### src/capture_pkg.sv
/*
  Constants and carrier types for the timer input capture unit: register
  offsets, field positions, reset values and the register-port request.
  Assumes an 8-bit register port and a 20 MHz system clock.
*/
// How it works
// - capture fires when the selected input changes with the chosen edge
// - each capture copies the whole 16-bit counter into capture register
// - capture flag rises in the same cycle the capture register loads
// - flag raises the interrupt request while the irq enable bit is one
// - servicing the capture interrupt clears the flag by itself
// - writing one to the flag bit clears it, zero leaves it
// - low byte read first loads temp with high byte, high read returns temp
// - capture register writable only in modes using it as counter top
// - low byte write moves temp and written byte into register at once
// - one 8-bit temp register serves every 16-bit register of the timer
// - only timer one may take the comparator output as trigger source
// - source change may make a false capture, software clears the flag
// - pin and comparator are sampled and edge detected the same way
// - enabled noise filter adds exactly four cycles to capture latency
// - filter and edge detector stay live in top modes too, just no capture
// - driving the pin from the port output triggers like outside signal
// - filter output changes only when four samples agree on the new level
// - noise filter enable bit lives in timer control register b
// - filter runs on the undivided system clock, ignores the prescaler
// - every new capture overwrites the register whether read or not
package capture_pkg;

  // -------------------------------------------------------------------
  // register offsets on the 8-bit port
  // -------------------------------------------------------------------
  localparam logic [2:0] ADDR_CAP_LOW = 3'h0;
  localparam logic [2:0] ADDR_CAP_HIGH = 3'h1;
  localparam logic [2:0] ADDR_CTRL_B = 3'h2;
  localparam logic [2:0] ADDR_FLAGS = 3'h3;
  localparam logic [2:0] ADDR_IRQ_MASK = 3'h4;
  localparam logic [2:0] ADDR_COMP_CTRL = 3'h5;
  localparam logic [2:0] ADDR_COUNT_LOW = 3'h6;
  localparam logic [2:0] ADDR_COUNT_HIGH = 3'h7;

  // -------------------------------------------------------------------
  // field positions
  // -------------------------------------------------------------------
  localparam int BIT_NOISE_FILTER = 7;
  localparam int BIT_EDGE_SELECT = 6;
  localparam int WAVE_LSB = 0;
  localparam int WAVE_MSB = 3;
  localparam int BIT_CAPTURE_FLAG = 5;
  localparam int BIT_IRQ_ENABLE = 5;
  localparam int BIT_COMP_SELECT = 2;

  // -------------------------------------------------------------------
  // reset values and sizes
  // -------------------------------------------------------------------
  localparam logic [7:0] BYTE_ZERO = 8'h00;
  localparam logic [15:0] WORD_ZERO = 16'h0000;
  localparam logic [3:0] WAVE_RESET = 4'h0;
  localparam int FILTER_SAMPLES = 4;
  localparam int CLK_HZ = 20000000;

  // one register-port request, sampled at a rising edge
  typedef struct packed {
    logic [2:0] addr;
    logic [7:0] wdata;
    logic wr;
    logic rd;
  } bus_req_type;

endpackage : capture_pkg

### src/timer_input_capture_unit.sv
/*
  Input capture unit of a 16-bit timer: trigger select, synchroniser,
  optional four-sample noise filter, edge detector, capture register with
  the shared high-byte temp, flag and interrupt request.
  Assumes the counter value comes from the counter unit on the same clock,
  and that the pin and comparator inputs are asynchronous.
*/
`timescale 1ns/1ps
`default_nettype none

module timer_input_capture_unit
  import capture_pkg::*;
#(
  parameter int HAS_COMPARATOR = 1, // 1 on timer one only
  parameter logic [15:0] TOP_MODES = 16'h5500 // modes using capture as top
) (
  input wire logic core_clk_i, // system clock, 20 MHz
  input wire logic rst_n_i, // synchronous reset, active low
  input wire bus_req_type reg_req_i, // register port request
  output logic [7:0] rdata_o, // read data, cycle after read strobe
  input wire logic capture_pin_i, // capture pin level, asynchronous
  input wire logic comparator_output_i, // comparator output, asynchronous
  input wire logic [15:0] counter_value_i, // running counter value
  input wire logic irq_ack_i, // capture interrupt being serviced
  output logic capture_irq_o, // capture interrupt request
  output logic [15:0] capture_register_o, // captured value or top
  output logic [3:0] waveform_mode_field_o, // waveform mode to counter
  output logic counter_load_o, // one-cycle counter write pulse
  output logic [15:0] counter_load_value_o // value for counter write
);

  // -------------------------------------------------------------------
  // elaboration checks
  // -------------------------------------------------------------------
  if (HAS_COMPARATOR != 0 && HAS_COMPARATOR != 1) begin : g_bad_param
    $error("HAS_COMPARATOR must be 0 or 1");
  end

  // -------------------------------------------------------------------
  // state
  // -------------------------------------------------------------------
  logic [15:0] capture_register;
  logic [7:0] temp_high;
  logic noise_filter_enable;
  logic trigger_edge_select;
  logic [3:0] waveform_mode_field;
  logic capture_flag;
  logic capture_irq_enable;
  logic comparator_trigger_select;
  logic [1:0] pin_sync;
  logic [1:0] comp_sync;
  logic [FILTER_SAMPLES-2:0] filter_hist;
  logic filter_out;
  logic edge_last;
  logic edge_src;
  logic sel_raw;
  logic top_mode;
  logic capture_now;
  logic wr_low_top;

  // -------------------------------------------------------------------
  // synchronisers and trigger source
  // -------------------------------------------------------------------
  // both inputs use the same two-flop path, so latency does not depend on
  // source; port drive on the pin loops back through the pad the same way
  always_ff @(posedge core_clk_i) begin
    if (!rst_n_i) begin
      pin_sync <= 2'h0;
      comp_sync <= 2'h0;
    end else begin
      pin_sync <= {pin_sync[0], capture_pin_i};
      comp_sync <= {comp_sync[0], comparator_output_i};
    end
  end

  // comparator source exists only when the parameter allows it
  assign sel_raw = (HAS_COMPARATOR == 1 && comparator_trigger_select) ?
                   comp_sync[1] : pin_sync[1];

  // -------------------------------------------------------------------
  // noise filter
  // -------------------------------------------------------------------
  // current sample plus three held ones make four; running every system
  // clock keeps the added delay at exactly four cycles
  always_ff @(posedge core_clk_i) begin
    if (!rst_n_i) begin
      filter_hist <= '0;
      filter_out <= 1'b0;
    end else begin
      filter_hist <= {filter_hist[FILTER_SAMPLES-3:0], sel_raw};
      if (filter_hist == {(FILTER_SAMPLES-1){sel_raw}}) begin
        filter_out <= sel_raw;
      end
    end
  end

  // -------------------------------------------------------------------
  // edge detector
  // -------------------------------------------------------------------
  // switching filter or source can look like an edge; software must clear
  // the flag afterwards
  assign edge_src = noise_filter_enable ? filter_out : sel_raw;

  always_ff @(posedge core_clk_i) begin
    if (!rst_n_i) begin
      edge_last <= 1'b0;
    end else begin
      edge_last <= edge_src;
    end
  end

  assign top_mode = TOP_MODES[waveform_mode_field];
  // rising when select is one, falling when zero; inhibited in top modes
  assign capture_now = !top_mode && (edge_src != edge_last) &&
                       (edge_src == trigger_edge_select);
  assign wr_low_top = reg_req_i.wr && reg_req_i.addr == ADDR_CAP_LOW &&
                      top_mode;

  // -------------------------------------------------------------------
  // capture register
  // -------------------------------------------------------------------
  // no capture is possible in top modes, so the write never collides
  always_ff @(posedge core_clk_i) begin
    if (!rst_n_i) begin
      capture_register <= WORD_ZERO;
    end else if (capture_now) begin
      capture_register <= counter_value_i;
    end else if (wr_low_top) begin
      capture_register <= {temp_high, reg_req_i.wdata};
    end
  end

  // -------------------------------------------------------------------
  // shared high-byte temp
  // -------------------------------------------------------------------
  // one temp for every 16-bit register: any high write or low read hits it
  always_ff @(posedge core_clk_i) begin
    if (!rst_n_i) begin
      temp_high <= BYTE_ZERO;
    end else if (reg_req_i.wr && (reg_req_i.addr == ADDR_CAP_HIGH ||
                 reg_req_i.addr == ADDR_COUNT_HIGH)) begin
      temp_high <= reg_req_i.wdata;
    end else if (reg_req_i.rd && reg_req_i.addr == ADDR_CAP_LOW) begin
      temp_high <= capture_register[15:8];
    end else if (reg_req_i.rd && reg_req_i.addr == ADDR_COUNT_LOW) begin
      temp_high <= counter_value_i[15:8];
    end
  end

  // -------------------------------------------------------------------
  // capture flag
  // -------------------------------------------------------------------
  // set wins over both clears so an event in the clear cycle is kept
  always_ff @(posedge core_clk_i) begin
    if (!rst_n_i) begin
      capture_flag <= 1'b0;
    end else if (capture_now) begin
      capture_flag <= 1'b1;
    end else if (irq_ack_i) begin
      capture_flag <= 1'b0;
    end else if (reg_req_i.wr && reg_req_i.addr == ADDR_FLAGS &&
                 reg_req_i.wdata[BIT_CAPTURE_FLAG]) begin
      capture_flag <= 1'b0;
    end
  end

  // -------------------------------------------------------------------
  // control registers
  // -------------------------------------------------------------------
  always_ff @(posedge core_clk_i) begin
    if (!rst_n_i) begin
      noise_filter_enable <= 1'b0;
      trigger_edge_select <= 1'b0;
      waveform_mode_field <= WAVE_RESET;
    end else if (reg_req_i.wr && reg_req_i.addr == ADDR_CTRL_B) begin
      noise_filter_enable <= reg_req_i.wdata[BIT_NOISE_FILTER];
      trigger_edge_select <= reg_req_i.wdata[BIT_EDGE_SELECT];
      waveform_mode_field <= reg_req_i.wdata[WAVE_MSB:WAVE_LSB];
    end
  end

  always_ff @(posedge core_clk_i) begin
    if (!rst_n_i) begin
      capture_irq_enable <= 1'b0;
    end else if (reg_req_i.wr && reg_req_i.addr == ADDR_IRQ_MASK) begin
      capture_irq_enable <= reg_req_i.wdata[BIT_IRQ_ENABLE];
    end
  end

  // the select bit stays zero on a timer without the comparator path
  always_ff @(posedge core_clk_i) begin
    if (!rst_n_i) begin
      comparator_trigger_select <= 1'b0;
    end else if (reg_req_i.wr && reg_req_i.addr == ADDR_COMP_CTRL) begin
      comparator_trigger_select <= (HAS_COMPARATOR == 1) &&
                                   reg_req_i.wdata[BIT_COMP_SELECT];
    end
  end

  // -------------------------------------------------------------------
  // counter write through the temp
  // -------------------------------------------------------------------
  always_ff @(posedge core_clk_i) begin
    if (!rst_n_i) begin
      counter_load_o <= 1'b0;
      counter_load_value_o <= WORD_ZERO;
    end else begin
      counter_load_o <= reg_req_i.wr && reg_req_i.addr == ADDR_COUNT_LOW;
      if (reg_req_i.wr && reg_req_i.addr == ADDR_COUNT_LOW) begin
        counter_load_value_o <= {temp_high, reg_req_i.wdata};
      end
    end
  end

  // -------------------------------------------------------------------
  // read data
  // -------------------------------------------------------------------
  // registered so data stands only in the cycle after the strobe
  always_ff @(posedge core_clk_i) begin
    if (!rst_n_i) begin
      rdata_o <= BYTE_ZERO;
    end else if (!reg_req_i.rd) begin
      rdata_o <= BYTE_ZERO;
    end else begin
      unique case (reg_req_i.addr)
        ADDR_CAP_LOW: rdata_o <= capture_register[7:0];
        ADDR_CAP_HIGH: rdata_o <= temp_high;
        ADDR_CTRL_B: rdata_o <= {noise_filter_enable, trigger_edge_select,
                                 2'h0, waveform_mode_field};
        ADDR_FLAGS: rdata_o <= {2'h0, capture_flag, 5'h00};
        ADDR_IRQ_MASK: rdata_o <= {2'h0, capture_irq_enable, 5'h00};
        ADDR_COMP_CTRL: rdata_o <= {5'h00, comparator_trigger_select, 2'h0};
        ADDR_COUNT_LOW: rdata_o <= counter_value_i[7:0];
        ADDR_COUNT_HIGH: rdata_o <= temp_high;
      endcase
    end
  end

  // -------------------------------------------------------------------
  // outputs
  // -------------------------------------------------------------------
  assign capture_irq_o = capture_flag && capture_irq_enable;
  assign capture_register_o = capture_register;
  assign waveform_mode_field_o = waveform_mode_field;
endmodule : timer_input_capture_unit

`default_nettype wire
### config.mk
export PLATFORM = sky130hd
export DESIGN_NAME = timer_input_capture_unit
export DESIGN_NICKNAME = d
export VERILOG_FILES = /design/src/capture_pkg.sv /design/src/timer_input_capture_unit.sv
export SDC_FILE = /design/constraint.sdc
export NUM_CORES = 1
export LEC_CHECK = 0
export ABC_CLOCK_PERIOD_IN_PS = 2000
export BUFFER_PORTS_ARGS = -buffer_cell sky130_fd_sc_hd__buf_2
export CORE_ASPECT_RATIO = 1.1
export CORE_UTILIZATION = 53
export CTS_CLUSTER_SIZE = 12
export DETAILED_ROUTE_END_ITERATION = 16
export PLACE_DENSITY = 0.8
export REMOVE_ABC_BUFFERS = 1
export SLEW_MARGIN = 20
export SYNTH_ARGS = -nofsm -noshare
export SYNTH_HDL_FRONTEND = slang
export SYNTH_SLANG_ARGS = --single-unit
### constraint.sdc
create_clock -name core_clk_i -period 2 [get_ports core_clk_i]
set_input_delay 0.4 -clock core_clk_i [delete_from_list [all_inputs] [get_ports core_clk_i]]
set_output_delay 0.4 -clock core_clk_i [all_outputs]
set_load 0.02 [all_outputs]
== After elaboration in Yosys (flattened, before gate mapping) ==
Memories as Yosys holds them, arrays and structs flattened. A register that Yosys moved wholly into a read port is not among the register bits.
Index checks and enable logic that the tools add are counted.
Widths: inputs -> output; s select.

* Register bits: 67
* Input bits: 34
* Output and inout bits: 46
* Memories kept: 1
* Logic and storage cells: 64
* Memory bits (read-only): 16

* Muxes and demuxes: 14
* $lt $le $gt $ge: 1
* Equality and inequality tests: 10
* Reduce and logical (&&, ||, !) cells: 22

{| class="wikitable"
|+ Memories
! name !! words !! width !! read ports !! clocked after Yosys merged registers in !! wr ports !! RTL line !! text
|-
| (no name shown) || 16 || 1 || 1 || 1 || 0 || timer_input_capture_unit.sv:112 || <nowiki>assign top_mode = TOP_MODES[waveform_mode_field];</nowiki>
|}

{| class="wikitable"
|+ Operator list
! cell !! count
|-
| $pmux 8 s7 || 1
|-
| $mux 16 || 2
|-
| $mux 8 || 3
|-
| $logic_and 1x1->1 || 14
|-
| $eq 3x3->1 const B || 4
|-
| $mux 4 || 2
|-
| $eq 3x2->1 const B || 2
|-
| $mux 1 || 6
|-
| $reduce_bool 3->1 || 2
|-
| $lt 4x5->1 const B || 1
|-
| $eq 3x1->1 const B || 1
|-
| $eq 3x3->1 || 1
|-
| $logic_not 3->1 || 1
|-
| $reduce_and 2->1 || 1
|-
| $reduce_bool 2->1 || 1
|-
| $reduce_or 2->1 || 1
|-
| $eq 1x1->1 || 1
|-
| $logic_not 1->1 || 1
|-
| $logic_or 1x1->1 || 1
|-
| $ne 1x1->1 || 1
|}

== Longest topological paths before layout ==
Gate-level depths: netlist of run 1.

* Depth in word-level cells: 6
* Mapped depth: 7
* Depth with buffers taken out: 4

== Worst setup path before layout of run 1 ==
OpenSTA, ideal clock, no wires.

* Path kind: input-to-reg
* Start: input port reg_req_i[10] (netlist bit)
* End: register capture_register[11], in the netlist capture_register_o[11]
* Path slack: 285 ps
* Data arrival time: 1593 ps
* Cell stages on the path: 6
* Required time: 1878 ps
* Setup time: 122 ps
* Cells stage by stage: buf_2 > nor2b_1 > and3_1 > clkbuf_1 > and4bb_1 > a311o_1

* Word-level cells in the longest chain between the ends: 4

{| class="wikitable"
|+ Ends and longest elaborated chain
! element !! RTL line !! text
|-
| from (decl) || timer_input_capture_unit.sv:19 || <nowiki>input wire bus_req_type reg_req_i,</nowiki>
|-
| $logic_not 3->1 || timer_input_capture_unit.sv:116 || <nowiki>assign wr_low_top = reg_req_i.wr && reg_req_i.addr == ADDR_CAP_LOW &&</nowiki>
|-
| $logic_and 1x1->1 (2 in series) || timer_input_capture_unit.sv:116 ||
|-
| $reduce_bool 2->1 (no line) || n/a ||
|-
| to (signal assigned) || timer_input_capture_unit.sv:127 || <nowiki>capture_register <= counter_value_i;</nowiki>
|-
| to (signal assigned) || timer_input_capture_unit.sv:129 || <nowiki>capture_register <= {temp_high, reg_req_i.wdata};</nowiki>
|-
| to (decl) || timer_input_capture_unit.sv:42 || <nowiki>logic [15:0] capture_register;</nowiki>
|}

Every way passes these cells.
A chain may end at the register's enable or synchronous reset.

== Worst setup path in the final report of run 1 ==
* Start: register comparator_trigger_select
* End: register capture_register[4], in the netlist capture_register_o[4]

* Word-level cells in the longest chain between the ends: 6

{| class="wikitable"
|+ Ends and longest elaborated chain
! element !! RTL line !! text
|-
| from (decl) || timer_input_capture_unit.sv:49 || <nowiki>logic comparator_trigger_select;</nowiki>
|-
| from (signal assigned) || timer_input_capture_unit.sv:195 || <nowiki>comparator_trigger_select <= (HAS_COMPARATOR == 1) &&</nowiki>
|-
| $mux 1 (*) || timer_input_capture_unit.sv:77 || <nowiki>assign sel_raw = (HAS_COMPARATOR == 1 && comparator_trigger_select) ?</nowiki>
|-
| $mux 1 (*) || timer_input_capture_unit.sv:102 || <nowiki>assign edge_src = noise_filter_enable ? filter_out : sel_raw;</nowiki>
|-
| $ne 1x1->1 || timer_input_capture_unit.sv:114 || <nowiki>assign capture_now = !top_mode && (edge_src != edge_last) &&</nowiki>
|-
| $logic_and 1x1->1 || timer_input_capture_unit.sv:114 ||
|-
| $logic_and 1x1->1 (*) || timer_input_capture_unit.sv:114 ||
|-
| $mux 16 / $reduce_bool 2->1 (equally long branches) || n/a ||
|}

Every way passes the cells marked *; elsewhere a longest branch is shown, timed or not.

==> summary.md, run 1 <==
| Metric | Value |
|---|---|
| GR Util All Layers | 27.61% |
| Clock Skew | 0.007305 ns |
| # DRC | 0 |
| Port Buffers | 79 |
| Setup TNS | 0 ns |
| CTS tree | built |
| # diodes | 0 |
| Initial Utilization | 55.30% |
| Synth warn | 0 |
| Routability cong. | 0.8987 |
| DP Area | 3754 µm² |
| Iteration-0 DRC Markers | ~280 |
| Clk sink count | 68 |
| Primary FF master, synth | dfxtp_1 |
| Layout area overhead | 22.37% |
| Number of synthesized flops with an enable pin | 0 |
| Number of global-route vias before repair | 2722 |
| VDD IR-drop max | 0.4915 mV |
| Die area | 6373 µm² |
| Worst Tran Pin Value | between 0.5 and 0.6 ns |
| Die H | 83.63 µm |
| Synthesized area per cell | 9.044 µm² |
| Post-CTS sizing | 0 |
| Sequential element share of the synthesized area | 42.40% |
| Max Cap Viol | 0 |
| Total grt overflow | 0 |
| Detailed Route WL | 8534 µm |
| DP Wirelength | 6072 µm |
| CTS root buf | clkbuf_8 |
| Clk slew on worst S/H paths | 0.07 ns |
| Static leakage | 0.001763 µW |
| Reg area | 1361 µm² |
| Peak Freq | 532.3 MHz |
| RSZ-0062 raised after global routing | no |
| Area of the core | roughly 5800 µm² |
| Slew margin rel. | 61.67% |
| Pin count of the biggest net entering global routing | 40 |
| Final worst path period need | roughly 1.9 ns |
| Die width | 76.21 µm |
| Final count of hold timing violations | 0 |
| H-tree levels | 3 |
| CP arrival | 2.16 ns |
| FFs w/ async S/R, synth | 0% |
| Cells after Synth | ~360 |
| Critical Path RT | 2.28 ns |
| Hold Crit Class | input pin to flip-flop |
| CTS max path bufs | 2 |
| Endpoints failing setup | 0 |
| Skew-Pair Late Insertion Delay | 0.34 ns |
| Fin crit share | 93.93% |
| Row cnt | 29 |
| Final net count | 471 |
| Via Count | 3028 |
| Kind of critical path | flip-flop to flip-flop |
| Post-route ant nets | 0 |
| CTS buffer count | 9 |
| Initial antenna violation count | 0 |
| Critical Path End Type | flip-flop |
| Via density | 5.857 |
| First-pass GRT wire length | 13790 µm |
| Status | completed |
| Post-Syn Area | 3211 µm² |
| Final Cell Area | 3929 µm² |
| Pre-antenna DRT Iters | 7 |
| Layout cells sized above 1 | between 20 and 30% |
| Crit path max fanout | 12 |
| Seq cells post-synth | 68 |
| I/O Pins | 80 |
| Setup Buffers After CTS | 0 |
| Cell Pwr Density | 705.2 nW/µm² |
| Worst hold slack | 0.2617 ns |
| Filler instances | 475 |
| Hold_buf cts | 0 |
| Final Max Slew Viols | 0 |
| Area of the multi-input gates | roughly 1700 µm² |
| DR WL/cell | around 17 µm |
| Netlist cell types | 45 |
| Crit path launch type | flip-flop |
==> state kept, by name, indices dropped and copies added, names as in the netlist <==
name	cells
capture_flag	1
capture_irq_enable	1
capture_register_o	16
comp_sync	2
comparator_trigger_select	1
counter_load_o	1
counter_load_value_o	16
edge_last	1
filter_hist	3
filter_out	1
noise_filter_enable	1
pin_sync	2
rdata_o	8
temp_high	8
top_mode	1
trigger_edge_select	1
waveform_mode_field_o	4
==> Yosys cell counts (2+ instances only) <==
cell type | number | area [µm²]
nor3_1 | 2 | 10.01
nor4b_2 | 2 | 30.03
and4bb_1 | 10 | 125.1
and3_1 | 20 | 125.1
a21boi_1 | 2 | 15.01
a21oi_1 | 6 | 30.03
buf_2 | 6 | 30.03
o22ai_1 | 6 | 37.54
mux2i_1 | 8 | 80.08
clkbuf_1 | 20 | 75.07
nand2_1 | 60 | 225.2
a22o_1 | 9 | 78.83
nor2_1 | 18 | 67.56
a2111oi_0 | 2 | 17.52
o21ai_0 | 5 | 25.02
nor4bb_1 | 6 | 60.06
a311o_1 | 16 | 160.2
nor4_1 | 4 | 25.02
a21boi_0 | 24 | 180.2
a22oi_1 | 8 | 60.06
nand2b_1 | 6 | 37.54
nor2b_1 | 10 | 62.56
and2_1 | 11 | 68.82
dfxtp_1 | 68 | 1361
a21o_1 | 2 | 15.01
inv_1 | 5 | 18.77
==> metrics by stage <==
stage	setup WS, ns	util [%]	power, µW	instances
finish	0.1213	67.67	2771	517
global placement	0.1251	64.66	1770	503
CTS	0.1298	67.67	2789	517
floorplan	0.2893	-	1603	328
global route	0.03753	67.67	2883	517
detailed placement	0.1439	64.66	1776	503
==> critical path, stage by stage, from the launching register on <==
cell and delay (ns):
dfxtp_1 0.41, mux2_4 0.37, mux2i_4 0.30, buf_4 0.24
nor4bb_1 0.35, a311o_1 0.15
==> power breakdown <==
part           total [µW]  internal [µW]  switching (µW)  leakage (µW)
logic                 329            136             192       0.00112
clock network        1020            534             487     0.0000941
registers            1420           1390            28.8      0.000552
==> cells by family (layout without fill, tap and decap cells) <==
logic type / count (synthesis) / count (layout) / share of synthesized area [%]
mux: 10 / 10 / 3.663
compound gates: 87 / 87 / 21.28
flops: 68 / 68 / 42.40
simple gates: 158 / 158 / 28.45
buf+inv: 32 / 117 / 4.209
==> layout make-up <==
type,count,share of cell area (%)
multi-input cells,255,43.63
flip-flops and latches,68,34.65
repair buffers,98,14.33
clock buffers,12,4.204
well taps,77,2.452
inverters,5,0.4777
clock inverters,2,0.2548
==> placed cells by master (no fill, tap or decap), types with 2 or more instances in the layout <==
cell type / Yosys / final
nor2_1: 18 / 18
nor4bb_1: 6 / 6
nor4b_2: 2 / 2
and2_1: 11 / 11
buf_4: 0 / 17
nor4_1: 4 / 4
a22o_1: 9 / 9
nand2_1: 60 / 60
a21o_1: 2 / 2
a21boi_1: 2 / 2
a311o_1: 16 / 16
clkinv_2: 0 / 2
and3_1: 20 / 20
nor2b_1: 10 / 10
and4bb_1: 10 / 10
a21boi_0: 24 / 24
nor3_1: 2 / 2
a21oi_1: 6 / 6
dfxtp_1: 68 / 68
buf_12: 0 / 2
mux2i_1: 8 / 8
o22ai_1: 6 / 6
clkbuf_8: 0 / 12
buf_2: 6 / 79
nand2b_1: 6 / 6
a22oi_1: 8 / 8
o21ai_0: 5 / 5
a2111oi_0: 2 / 2
inv_1: 5 / 5
==> worst paths after layout <==
check | start | end | slack (ns) | depth (start not counted)
max | comparator_trigger_select$_SDFFE_PN0P_ | capture_register_o[4]$_SDFFE_PN0P_ | 0.12 | 5
min | capture_pin_i | pin_sync[0]$_SDFF_PN0_ | 0.26 | 2
max reg2reg | comparator_trigger_select$_SDFFE_PN0P_ | capture_register_o[4]$_SDFFE_PN0P_ | 0.12 | 5
min reg2reg | pin_sync[0]$_SDFF_PN0_ | pin_sync[1]$_SDFF_PN0_ | 0.43 | 1
==> layer usage <==
metal	track usage (%)	vias to the layer above	wire, µm
li1	-	1454	-
met1	36.82	1428	3725
met2	43.24	130	4011
met3	5.464	16	617
met4	12.06	0	180
met5	0	-	0
No activity file was read; power rests on OpenSTA's default activity.
==> inputs of run 2 (changes only) <==
--- a/config.mk
+++ b/config.mk
@@ -5,14 +5,16 @@
 export SDC_FILE = /design/constraint.sdc
 export NUM_CORES = 1
 export LEC_CHECK = 0
+export ABC_AREA = 0
 export ABC_CLOCK_PERIOD_IN_PS = 2000
 export BUFFER_PORTS_ARGS = -buffer_cell sky130_fd_sc_hd__buf_2
 export CORE_ASPECT_RATIO = 1.1
 export CORE_UTILIZATION = 53
 export CTS_CLUSTER_SIZE = 12
 export DETAILED_ROUTE_END_ITERATION = 16
-export PLACE_DENSITY = 0.8
+export PLACE_DENSITY_LB_ADDON = 0.08
 export REMOVE_ABC_BUFFERS = 1
+export SETUP_SLACK_MARGIN = 0.02
 export SLEW_MARGIN = 20
 export SYNTH_ARGS = -nofsm -noshare
 export SYNTH_HDL_FRONTEND = slang
==> run 2 against run 1 <==
- combinational power down 2%
- final area down 0.51%
- register-to-register slack better by 0.06 ns
- routed wire length is 3.7% higher
- non-clock buffer count decreased by 5
- total power up 3.2%
- global-route usage rose by 1.4 points
- die area unchanged
- critical path type unchanged
- largest power group unchanged
- highest routed layer unchanged
==> summary.md, run 2 (synthesized netlist as in run 1, its figures left out) <==
| Metric | Value |
|---|---|
| Layout cells sized above 1 | 26.83% |
| Final net count | 466 |
| Worst Tran Pin Value | approximately 0.42 ns |
| Status | completed |
| # DRC | 0 |
| Placed insts | 498 |
| Final count of hold timing violations | 0 |
| Worst reg2reg path startpoint | comparator_trigger_select$_SDFFE_PN0P_ |
| Via Count | 3030 |
| Kind of critical path | flip-flop to flip-flop |
| Iteration-0 DRC Markers | 275 |
| Initial antenna violation count | 0 |
| Final Max Slew Viols | 0 |
| Post-CTS sizing | 0 |
| Die H | 83.63 µm |
| Cell Pwr Density | 731.4 nW/µm² |
| Hold Startpoint | capture_pin_i |
| Routability cong. | between 0.8 and 0.9 |
| VDD IR-drop max | 0.5170 mV |
| H-tree levels | 3 |
| Combinational group share of total power | 11.3% |
| First-pass GRT wire length | 14520 µm |
| DP Wirelength | 5852 µm |
| Die area | ~6400 µm² |
| Clk slew on worst S/H paths | 0.07 ns |
| Reg-to-reg endpoint | capture_register_o[0]$_SDFFE_PN0P_ |
| Most frequent cells in the layout | buf_2, dfxtp_1, nand2_1, a21boi_0, and3_1 |
| Internal power | between 2000 and 2500 µW |
| RSZ-0062 raised after global routing | no |
| Die width | 76.21 µm |
| Peak Freq | 548.7 MHz |
| CP arrival | 2.11 ns |
| CTS buffer count | 9 |
| Max Cap Viol | 0 |
| DR WL/cell | 17.26 µm |
| Area of the core | 5806 µm² |
| Endpoints failing setup | 0 |
| Slew margin rel. | 72.12% |
| Critical Path End Type | flip-flop |
| Crit path max fanout | 12 |
| Total grt overflow | 0 |
| Pwr Total | between 2000 and 3000 µW |
| Pre-antenna DRT Iters | 5 |
| Skew-Pair Late Insertion Delay | 0.34 ns |
| Critical Path RT | 2.28 ns |
| Non-filler instance count after layout | slightly above 500 |
| Final worst path period need | 1.823 ns |
| # diodes | 0 |
| Clock Skew | 0.006232 ns |
| Layout area overhead | 21.75% |
| Port Buffers | 79 |
| Via density | 5.906 |
| CTS max path bufs | 2 |
| Share of power burned in registers | around half |
| Detailed Route WL | around 9000 µm |
| GR Util All Layers | just under 30% |
| Setup Buffers After CTS | 0 |
| Most common cell after layout, fill and taps aside | buf_2 |
| Hold_buf cts | 0 |
| Hold EP | pin_sync[0]$_SDFF_PN0_ |
| Hold Crit Class | input pin to flip-flop |
| CTS root buf | clkbuf_8 |
| Switch share | between 20% and 30% |
| Initial Utilization | 55.30% |
| Worst r2r path cells | 5 |
| Fraction of power consumed by the clock network | 39.0% |
| CTS tree | built |
| Number of global-route vias before repair | 2890 |
| I/O Pins | 80 |
| Setup TNS | 0 ns |
| Crit path launch type | flip-flop |
| Clk sink count | 68 |
| Post-route ant nets | 0 |
| Filler instances | between 400 and 500 |
| Pin count of the biggest net entering global routing | 94 |
| Row cnt | 29 |
| R2R Setup Slk | 0.18 ns |
| Hold Crit Depth | 2 |
| Worst hold slack | 0.2692 ns |
| P_sw | 735.9 µW |
| Static leakage | 0.001734 µW |
| Fin crit share | between 90% and 100% |
## run 2: per-stage QoR
step / setup WS (ns) / instance area, µm² / util (%)
after floorplan: 0.2893 / 3094 / -
after global placement: 0.2001 / 3716 / 64.01
after detailed placement: 0.1528 / 3716 / 64.01
after CTS: 0.1322 / 3908 / 67.31
after global routing: 0.05323 / 3909 / 67.33
final: 0.1774 / 3909 / 67.33
## run 2: routing by layer
layer	wire, µm	global-route usage [%]	vias up
met1	3813	37.40	1430
met2	4161	46.93	139
met3	614	3.825	24
met5	0	0	-
li1	-	-	1437
met4	263	15.38	0
## run 2: power groups by stage
stage	sequential, µW	combinational (µW)	clock [µW]
after floorplan	1470	133	0
after global placement	1450	314	0
after detailed placement	1450	318	0
after CTS	1420	320	1130
after global routing	1420	351	1190
final	1420	323	1110
## run 2: critical path, stage by stage, from the launching register on
cell and delay, ns:
dfxtp_1 0.42, mux2_4 0.37, mux2i_4 0.28, buf_4 0.25, nor4bb_1 0.30, a311o_1 0.14
## run 2: cell type report
type | count | area, µm² | area share (%)
multi-input combinational | 255 | 1715 | 43.89
sequential | 68 | 1361 | 34.83
timing repair buffer | 93 | 525.5 | 13.44
clock buffer | 11 | 141.4 | 3.617
tap | 77 | 96.34 | 2.465
clock inverter | 4 | 50.05 | 1.280
inverter | 5 | 18.77 | 0.4802
## run 2: worst max-delay path by stage
stage	start	to	cells past startpoint
floorplan	reg_req_i[11]	capture_register_o[10]$_SDFFE_PN0P_	4
global placement	comparator_trigger_select$_SDFFE_PN0P_	capture_register_o[15]$_SDFFE_PN0P_	5
detailed placement	reg_req_i[1]	capture_register_o[9]$_SDFFE_PN0P_	6
CTS	trigger_edge_select$_SDFFE_PN0P_	capture_register_o[5]$_SDFFE_PN0P_	4
global route	comparator_trigger_select$_SDFFE_PN0P_	capture_register_o[0]$_SDFFE_PN0P_	5
finish	comparator_trigger_select$_SDFFE_PN0P_	capture_register_o[0]$_SDFFE_PN0P_	5
